`src/ecl_pkg.sv`:
```
// Package for the configuration word loader: word addresses, word and port counts, reset defaults.
// Assumes a 16-bit word-addressed serial configuration memory behind a simple read port.
package ecl_pkg;
  localparam int WORD_W  = 16;
  localparam int ADDR_W  = 8;
  localparam int PORTS   = 3;
  localparam logic [ADDR_W-1:0] ADDR_P1_TUNE = 8'h42;
  localparam logic [ADDR_W-1:0] ADDR_P2_TUNE = 8'h44;
  localparam logic [ADDR_W-1:0] ADDR_PWR0    = 8'h50;
  localparam logic [ADDR_W-1:0] ADDR_DATA0   = 8'h51;
  localparam logic [ADDR_W-1:0] ADDR_PWR1    = 8'h52;
  localparam logic [ADDR_W-1:0] ADDR_DATA1   = 8'h53;
  localparam logic [ADDR_W-1:0] ADDR_PWR2    = 8'h54;
  localparam logic [ADDR_W-1:0] ADDR_DATA2   = 8'h55;
  localparam logic [ADDR_W-1:0] ADDR_SLOT0   = 8'h60;
  localparam logic [ADDR_W-1:0] ADDR_SLOT1   = 8'h62;
  localparam logic [ADDR_W-1:0] ADDR_SLOT2   = 8'h64;
  localparam int NUM_WORDS = 11;
  // Reset defaults of the loaded fields
  localparam logic [4:0]  RST_PHY2     = 5'h00;
  localparam logic [6:0]  RST_PHY3     = 7'h00;
  localparam logic        RST_DEEMPH   = 1'b0;
  localparam logic        RST_COMPL    = 1'b0;
  localparam logic [1:0]  RST_DCNT     = 2'h0;
  localparam logic        RST_NOSOFT   = 1'b0;
  localparam logic [2:0]  RST_AUX      = 3'h0;
  localparam logic        RST_D1D2     = 1'b0;
  localparam logic [1:0]  RST_PME      = 2'h0;
  localparam logic [7:0]  RST_PMDATA   = 8'h00;
  localparam logic        RST_SLOTCLK  = 1'b0;
  localparam logic        RST_DSI      = 1'b0;
  localparam logic        RST_LOW_PRIORITY_VC_COUNT     = 1'b0;
  localparam logic [2:0]  RST_PORTNUM  = 3'h0;
  localparam logic [6:0]  RST_TCMAP    = 7'h00;
endpackage

```
`src/ecl_mem_if.sv`:
```
// Word read channel between the loader sequencer and the memory reader.
// Assumes one clock; the reader answers each request with one done pulse.
`timescale 1ns/1ps
interface ecl_mem_if;
  logic                         req;
  logic [ecl_pkg::ADDR_W-1:0]   addr;
  logic                         done;
  logic                         present;
  logic [ecl_pkg::WORD_W-1:0]   data;
  modport seq (output req, output addr, input done, input present, input data);
  modport rdr (input req, input addr, output done, output present, output data);
endinterface

```
`src/ecl_word_reader.sv`:
```
// Memory reader: forwards one word read to the external memory port and registers the answer.
// Assumes the memory answers with memValid, or memAbsent for a word it does not hold.
`timescale 1ns/1ps
module ecl_word_reader (
  // Clock and reset
  input  wire logic              clk,
  input  wire logic              rstN,
  // Sequencer side
  ecl_mem_if.rdr                 chan,
  // Memory side
  output logic                   memReq,
  output logic [ecl_pkg::ADDR_W-1:0] memAddr,
  input  wire logic              memValid,
  input  wire logic              memAbsent,
  input  wire logic [ecl_pkg::WORD_W-1:0] memData
);
  logic busy_reg;
  logic [ecl_pkg::WORD_W-1:0] data_reg;
  logic present_reg;
  logic done_reg;

  assign memReq = chan.req & ~busy_reg;
  assign memAddr = chan.addr;
  assign chan.done = done_reg;
  assign chan.present = present_reg;
  assign chan.data = data_reg;

  always_ff @(posedge clk or negedge rstN) begin
    if (!rstN) begin
      busy_reg <= 1'b0;
      done_reg <= 1'b0;
    end else begin
      done_reg <= 1'b0;
      if (memReq) begin
        busy_reg <= 1'b1;
      end else if (busy_reg && (memValid || memAbsent)) begin
        busy_reg <= 1'b0;
        done_reg <= 1'b1;
      end
    end
  end

  // Answer word is held intact; absent words flag so fields keep defaults
  always_ff @(posedge clk or negedge rstN) begin
    if (!rstN) begin
      data_reg    <= 16'h0000;
      present_reg <= 1'b0;
    end else if (busy_reg && (memValid || memAbsent)) begin
      data_reg    <= memData;
      present_reg <= memValid;
    end
  end
endmodule

```
`src/ecl_loader.sv`:
```
// Configuration word loader: fetches preload words after reset and updates per-port fields.
// Assumes memValid/memAbsent come from same-clock logic; loadDone gates configuration requests.
`timescale 1ns/1ps
module ecl_loader (
  // Clock and reset
  input  wire logic              clk,
  input  wire logic              reset_n,
  // External configuration memory
  output logic                   memReq,
  output logic [7:0]             memAddr,
  input  wire logic              memValid,
  input  wire logic              memAbsent,
  input  wire logic [15:0]       memData,
  // Load status
  output logic                   loadDone,
  // Port 1 and 2 tuning fields
  output logic [1:0]             p1DataCountChangeSelect,
  output logic [4:0]             p2PhyParam2,
  output logic [6:0]             p2PhyParam3,
  output logic                   p2DeemphSelect,
  output logic                   p2ComplianceToDetect,
  output logic [1:0]             p2DataCountChangeSelect,
  // Per-port power fields
  output logic [2:0]             noSoftReset,
  output logic [8:0]             auxCurrent,
  output logic [2:0]             d1Support,
  output logic [2:0]             d2Support,
  output logic [5:0]             pmeSupport,
  output logic [23:0]            pmData,
  // Per-port slot fields
  output logic [2:0]             slotClockConfig,
  output logic [2:0]             devSpecificInit,
  output logic [2:0]             lowPriorityVcCount,
  output logic [8:0]             portNumber,
  output logic [20:0]            tcVc0Map
);
  logic rstMeta_reg;
  logic rstSync_reg;
  logic rstN;

  always_ff @(posedge clk or negedge reset_n) begin
    if (!reset_n) begin
      rstMeta_reg <= 1'b0;
      rstSync_reg <= 1'b0;
    end else begin
      rstMeta_reg <= 1'b1;
      rstSync_reg <= rstMeta_reg;
    end
  end
  assign rstN = rstSync_reg;

  ecl_mem_if chan ();

  ecl_word_reader reader (
    .clk       (clk),
    .rstN      (rstN),
    .chan      (chan.rdr),
    .memReq    (memReq),
    .memAddr   (memAddr),
    .memValid  (memValid),
    .memAbsent (memAbsent),
    .memData   (memData)
  );

  typedef enum logic [1:0] {SIssue, SWait, SDone} ecl_state_type;
  ecl_state_type state_reg;
  logic [3:0] idx_reg;
  logic [7:0] addrSel;

  // Fetch order; each word is read once
  always_comb begin
    unique case (idx_reg)
      4'h0:    addrSel = ecl_pkg::ADDR_P1_TUNE;
      4'h1:    addrSel = ecl_pkg::ADDR_P2_TUNE;
      4'h2:    addrSel = ecl_pkg::ADDR_PWR0;
      4'h3:    addrSel = ecl_pkg::ADDR_DATA0;
      4'h4:    addrSel = ecl_pkg::ADDR_PWR1;
      4'h5:    addrSel = ecl_pkg::ADDR_DATA1;
      4'h6:    addrSel = ecl_pkg::ADDR_PWR2;
      4'h7:    addrSel = ecl_pkg::ADDR_DATA2;
      4'h8:    addrSel = ecl_pkg::ADDR_SLOT0;
      4'h9:    addrSel = ecl_pkg::ADDR_SLOT1;
      4'hA:    addrSel = ecl_pkg::ADDR_SLOT2;
      default: addrSel = ecl_pkg::ADDR_SLOT2;
    endcase
  end

  // Held low until the synchronised reset lets go, so no read leaves during reset
  assign chan.req = (state_reg == SIssue) && rstN;
  assign chan.addr = addrSel;

  // Sequencer: walks the word list once after reset release
  always_ff @(posedge clk or negedge rstN) begin
    if (!rstN) begin
      state_reg <= SIssue;
      idx_reg   <= 4'h0;
    end else begin
      unique case (state_reg)
        SIssue: state_reg <= SWait;
        SWait: begin
          if (chan.done) begin
            if (idx_reg == 4'(ecl_pkg::NUM_WORDS - 1)) begin
              state_reg <= SDone;
            end else begin
              idx_reg   <= idx_reg + 4'h1;
              state_reg <= SIssue;
            end
          end
        end
        SDone: state_reg <= SDone;
      endcase
    end
  end

  assign loadDone = (state_reg == SDone);

  // Fields update only when the word came back present
  logic take;
  logic [15:0] w;
  assign take = (state_reg == SWait) && chan.done && chan.present;
  assign w = chan.data;

  always_ff @(posedge clk or negedge rstN) begin
    if (!rstN) begin
      p1DataCountChangeSelect <= ecl_pkg::RST_DCNT;
    end else if (take && idx_reg == 4'h0) begin
      p1DataCountChangeSelect <= w[15:14];
    end
  end

  always_ff @(posedge clk or negedge rstN) begin
    if (!rstN) begin
      p2PhyParam2             <= ecl_pkg::RST_PHY2;
      p2PhyParam3             <= ecl_pkg::RST_PHY3;
      p2DeemphSelect          <= ecl_pkg::RST_DEEMPH;
      p2ComplianceToDetect    <= ecl_pkg::RST_COMPL;
      p2DataCountChangeSelect <= ecl_pkg::RST_DCNT;
    end else if (take && idx_reg == 4'h1) begin
      p2PhyParam2             <= w[4:0];
      p2PhyParam3             <= w[11:5];
      p2DeemphSelect          <= w[12];
      p2ComplianceToDetect    <= w[13];
      p2DataCountChangeSelect <= w[15:14];
    end
  end

  // Per-port power and slot words, indexed by port
  always_ff @(posedge clk or negedge rstN) begin
    if (!rstN) begin
      noSoftReset <= {3{ecl_pkg::RST_NOSOFT}};
      auxCurrent  <= {3{ecl_pkg::RST_AUX}};
      d1Support   <= {3{ecl_pkg::RST_D1D2}};
      d2Support   <= {3{ecl_pkg::RST_D1D2}};
      pmeSupport  <= {3{ecl_pkg::RST_PME}};
      pmData      <= {3{ecl_pkg::RST_PMDATA}};
    end else if (take) begin
      for (int p = 0; p < ecl_pkg::PORTS; p++) begin
        if (idx_reg == 4'(2 + 2 * p)) begin
          noSoftReset[p]       <= w[0];
          auxCurrent[3*p +: 3] <= w[3:1];
          d1Support[p]         <= w[4];
          d2Support[p]         <= w[5];
          pmeSupport[2*p +: 2] <= w[7:6];
        end
        if (idx_reg == 4'(3 + 2 * p)) begin
          pmData[8*p +: 8] <= w[15:8];
        end
      end
    end
  end

  always_ff @(posedge clk or negedge rstN) begin
    if (!rstN) begin
      slotClockConfig    <= {3{ecl_pkg::RST_SLOTCLK}};
      devSpecificInit    <= {3{ecl_pkg::RST_DSI}};
      lowPriorityVcCount <= {3{ecl_pkg::RST_LOW_PRIORITY_VC_COUNT}};
      portNumber         <= {3{ecl_pkg::RST_PORTNUM}};
      tcVc0Map           <= {3{ecl_pkg::RST_TCMAP}};
    end else if (take) begin
      for (int p = 0; p < ecl_pkg::PORTS; p++) begin
        if (idx_reg == 4'(8 + p)) begin
          slotClockConfig[p]    <= w[1];
          devSpecificInit[p]    <= w[2];
          lowPriorityVcCount[p] <= w[3];
          portNumber[3*p +: 3]  <= w[6:4];
          tcVc0Map[7*p +: 7]    <= w[15:9];
        end
      end
    end
  end
endmodule

```
`config.mk`:
```
export PLATFORM = sky130hd
export DESIGN_NAME = ecl_loader
export DESIGN_NICKNAME = d
export VERILOG_FILES = /design/src/ecl_pkg.sv /design/src/ecl_mem_if.sv /design/src/ecl_word_reader.sv /design/src/ecl_loader.sv
export SDC_FILE = /design/constraint.sdc
export NUM_CORES = 1
export LEC_CHECK = 0
export BUFFER_PORTS_ARGS = -buffer_cell sky130_fd_sc_hd__buf_4
export CAP_MARGIN = 20
export CORE_AREA = 5 5 129 131
export CTS_BUF_LIST = sky130_fd_sc_hd__clkbuf_8 sky130_fd_sc_hd__clkbuf_16
export DETAILED_ROUTE_END_ITERATION = 6
export DIE_AREA = 0 0 134 136
export SKIP_LAST_GASP = 1
export SLEW_MARGIN = 20
export SYNTH_ARGS = -nofsm -noshare
export SYNTH_HDL_FRONTEND = slang
export SYNTH_SLANG_ARGS = --single-unit
```
`constraint.sdc`:
```
create_clock -name clk -period 10.9 [get_ports clk]
set_input_delay 0.545 -clock clk [delete_from_list [all_inputs] [get_ports clk]]
set_output_delay 0.545 -clock clk [all_outputs]
set_load 0.005 [all_outputs]
```
Word-level counts from Yosys, hierarchy flattened
Memories as Yosys holds them, arrays and structs flattened.
Cells that the tools add are included.
W data, S select, Z words.

cells by class
  $add $sub $neg = 1
  equality and inequality tests = 13
  multiplexer cells = 7
  bitwise operators = 3
  reduce and logical (&&, ||, !) cells = 20

operators by type and width
  operator               number
  $reduce_and A2 Y1      9
  $eq A4 B3 Y1 const B   4
  $eq A4 B4 Y1 const B   3
  $eq A4 B2 Y1 const B   2
  $logic_and A1 B1 Y1    6
  $pmux W2 S3            1
  $add A4 B1 Y4 const B  1
  $eq A4 B1 Y1 const B   1
  $logic_not A4 Y1       1
  $mux W1                4
  $mux W2                2
  $reduce_and A3 Y1      1
  $eq A2 B1 Y1 const B   1
  $eq A2 B2 Y1 const B   1
  $logic_not A2 Y1       1
  $ne A2 B1 Y1 const B   1
  $not A1 Y1             2
  $reduce_bool A2 Y1     1
  $and A1 B1 Y1          1
  $logic_or A1 B1 Y1     1

storage, ports and cells
  register bits after elaboration = 132
  bits in read-only memories = 80
  output and inout bits = 115
  word-level logic and storage cells = 92
  memories kept = 1

memory list
  name             depth  bits a word  read ports  clocked after Yosys merged registers in  write ports  line              RTL
  (no name shown)  16     5            1           0                                        0            ecl_loader.sv:72  unique case (idx_reg)

Longest topological paths before layout
  depth after elaboration = 4
  gate-level depth with buffers = 8
  mapped depth without buffers = 5

Cells and area by module
A second synthesis with hierarchy kept.

second synthesis, totals
  cells, all modules = 334
  area total of the unflattened synthesis = 5397.7 µm²

by module, submodules not included
  module           instances  cells an instance  area an instance (µm²)  sequential area each (µm²)
  ecl_loader       1          283                4581.9                  2827.7
  ecl_word_reader  1          51                 815.8                   475.5

Least setup slack after synthesis
Ideal clock, no wire load.

  kind = reg-to-output
  start = register rstSync_reg (netlist: rstN)
  end = output port memReq
  data arrival time = 3.473 ns
  data required time = 10.355 ns
  setup slack = 6.882 ns
  stages on the path, launching flop included = 3
  buffers on the path = 0
  cells stage by stage = dfrtp_1 nand2_1 nor2_1

between the ends
  longest elaborated chain between the ends = 2

ends and longest elaborated chain
  item                    line                   RTL
  start, declared         ecl_loader.sv:38       logic rstSync_reg;
  start signal, assigned  ecl_loader.sv:47       rstSync_reg <= rstMeta_reg;
  $logic_and A1 B1 Y1     ecl_loader.sv:89       assign chan.req = (state_reg == SIssue) && rstN;
  $and A1 B1 Y1           ecl_word_reader.sv:22  assign memReq = chan.req & ~busy_reg;
  end, declared           ecl_loader.sv:9        output logic memReq,

No other way between the ends.

Worst setup path after layout
Same ends and word-level chain as after synthesis.

==> metrics.csv <==
metric,value,unit
CTS tree,done,
Reg-to-Reg End,p2PhyParam2[1],
maxcap violations,0,
DIE AREA,18220,sq um
"critical path, cell by cell","nand2_1, nor2_1, buf_4",
largest family of logic cells by synthesized area,multiplexers,
total gr overflow,0,
Levels on crit path,3,
Total Wirelength,12.78,mm
Via Count,3205,
kind of critical path,register to output port,
sequential share of power,0.458,
Antenna diodes,0,
post-synthesis compound-gate area fraction,0.009544,
Die X,134,microns
Longest Clk Path Bufs,2,
final setup vio count,0,
post-DR wirelength/cell,18.76,microns
Routability Congestion,0.7575,
Comb power frac,0.011,
Area Overhead vs Synth,33.86,%
Post-Synthesis Cells,335,
LEAKAGE,3.754,nW
DRT antenna net count,0,
status,finished clean,
Crit-path slowest cell,dfrtp_4,
min-delay src,rstMeta_reg,
area of the core,15480,sq um
RSZ-0062 raised after global routing,no,
fin crit share,0.2144,
Fmax achieved,427.8,MHz
Post-Synth XOR/XNOR Area,0.003340,
worst setup path start,rstN,
H-Tree Depth,4,
Post-Syn Area,5244,sq um
initial antenna violation count,0,
Clk network pwr share,0.531,
Initial Util,0.3387,
GRT Resource Usage Total,0.1441,
proportion of synthesized area in mux cells,0.2732,
adder-cell area share of the yosys netlist,0.01670,
max reg flops,24,
worst reg2reg path depth,5,
most frequent cells in the layout,"buf_4, dfrtp_1, mux2_2",
Post-route DRC,0,
"commonest non-fill, non-tap cell in the layout",buf_4,
Post-DP HPWL,8.991,mm
r2r setup slk,8570,ps
crit path DAT,1790,ps
port bufs,131,
Post-CTS Setup Inserts,0,
pwr/cell area,153.9,nW/um^2
Yosys Warn Count,0,
CP required,10360,ps
setup_tns,0,ps
share of cells above drive strength 1,0.6094,
1st-iter DRT viols,84,
Mean Syn Cell Area,15.65,sq um
first-pass GRT wire length,19.75,mm
worst-skew pair later-pin latency,420,ps
Hold Crit Depth,0,
DR vias/cell,4.706,
"IR drop worst, VDD",0.00009729,V
Resized Gates After CTS,0,
Worst Hold Margin,356.1,ps
Period minus WS final,2337,ps
vias in the first global route,3458,
Final Hold Vio Count,0,
clock skew,6.074,ps
Worst-path clk slew,60,ps
Least-Margin Pin Slew,1059,ps
post-synth cell types,33,
final total power,1.081,mW
"delay-heaviest family, CP",flip-flops,
register bit total from synthesis,132,
clock root cell,clkbuf_16,
switch share,0.2071,
Nets,503,
synthesized-area fraction occupied by and/or/nand/nor cells,0.04032,
Critical Path Sink Type,output port,
register area share after synthesis,0.6299,
Worst R2R Start,idx_reg[1],
Crit path buffers/inverters,1,
peak fanout along the critical path,52,
Clock Sinks,132,
CTS Hold Bufs,1,
crit-path max cell delay,890,ps
Hold Path Sink,rstN,
Hold WC Path Type,register to register,
Die H,136,microns
TritonRoute pass-1 iters,4,
max-slew violations,0,
io pins,135,
largest net degree at the start of global routing,81,
Int Power,856.8,uW
Sw Pwr,223.8,uW
row count,46,
CTS Buf Count,17,
Slew headroom,0.2941,
Startpoint Class,register,
==> metrics by stage <==
step / instance area, sq um / setup slack [ps] / util / std cells
after CTS: 7015 / 8502 / 0.4531 / 681
after global routing: 7019 / 8364 / 0.4534 / 681
final: 7019 / 8563 / 0.4534 / 681
after detailed placement: 6400 / 8561 / 0.4134 / 648
after floorplan: 5251 / 6882 / - / 337
after global placement: 6400 / 8638 / 0.4134 / 648
==> power groups by stage <==
| stage | clock [mW] | sequential (mW) | combinational (mW) |
|---|---|---|---|
| 3_3_place_gp | 0 | 0.503 | 0.0122 |
| 5_1_grt | 0.609 | 0.495 | 0.0141 |
| 2_1_floorplan | 0 | 0.506 | 0.00119 |
| 6_report | 0.574 | 0.495 | 0.0123 |
| 3_5_place_dp | 0 | 0.504 | 0.0124 |
| 4_1_cts | 0.586 | 0.495 | 0.0127 |
==> cell usage after synthesis <==
cell,instances,area share
buf_6,1,0.0021
mux2_4,10,0.029
nor2_1,11,0.0079
a21oi_1,3,0.0029
nand3_1,3,0.0029
a21o_1,1,0.0014
dfrtp_1,132,0.63
o22a_1,1,0.0017
mux2_2,112,0.24
nand4_2,1,0.0024
mux2i_1,1,0.0019
or3_1,3,0.0036
ha_1,7,0.017
and3b_1,1,0.0017
clkbuf_1,1,0.00072
nor3_2,2,0.0038
nor2_2,3,0.0036
xnor2_1,1,0.0017
buf_4,6,0.0086
nor3_1,1,0.00095
o22ai_1,1,0.0012
o21ai_1,1,0.00095
xor2_1,1,0.0017
inv_1,5,0.0036
nand2_1,7,0.0050
mux2_1,1,0.0021
nand4_1,3,0.0036
nand2b_1,3,0.0036
conb_1,2,0.0014
or2b_1,1,0.0014
buf_12,1,0.0038
buf_2,7,0.0067
o211ai_1,1,0.0014
==> logic make-up after synthesis <==
kind of cell | after synthesis
flops | 132
other cells | 2
compound gates | 8
xor+xnor | 2
buf+inv | 21
mux | 124
simple gates | 39
fa+ha+maj | 7
==> worst max path at each step <==
stage	end	slack, ps
6_report	memReq	8560
3_3_place_gp	p2PhyParam3[5]	8640
3_5_place_dp	p2PhyParam2[3]	8560
4_1_cts	memReq	8500
5_1_grt	memReq	8360
2_1_floorplan	memReq	6880
==> cell type report <==
cell class / count / area, sq um
clock buffer: 21 / 480.5
clock inverter: 11 / 125.1
fill: 1382 / 8463
inverter: 5 / 18.77
multi-input combinational: 184 / 1821
sequential: 132 / 3307
tap: 192 / 240.2
timing repair buffer: 136 / 1027
==> worst reg2reg max path: cells and delay by family, from the launching register on <==
family        cells  cell delay (ps)
fa+ha+maj         1              240
buf+inv           1              150
flops             1              440
mux               1              470
simple gates      2              900
==> metal layers <==
metal | vias to the layer above | wire [microns] | global-route usage
li1 | 1461 | - | -
met1 | 1633 | 5515 | 0.1794
met2 | 96 | 6100 | 0.2232
met3 | 15 | 1012 | 0.06847
met4 | 0 | 149 | 0.04457
met5 | - | 0 | 0
No activity file was read; power rests on OpenSTA's default activity.
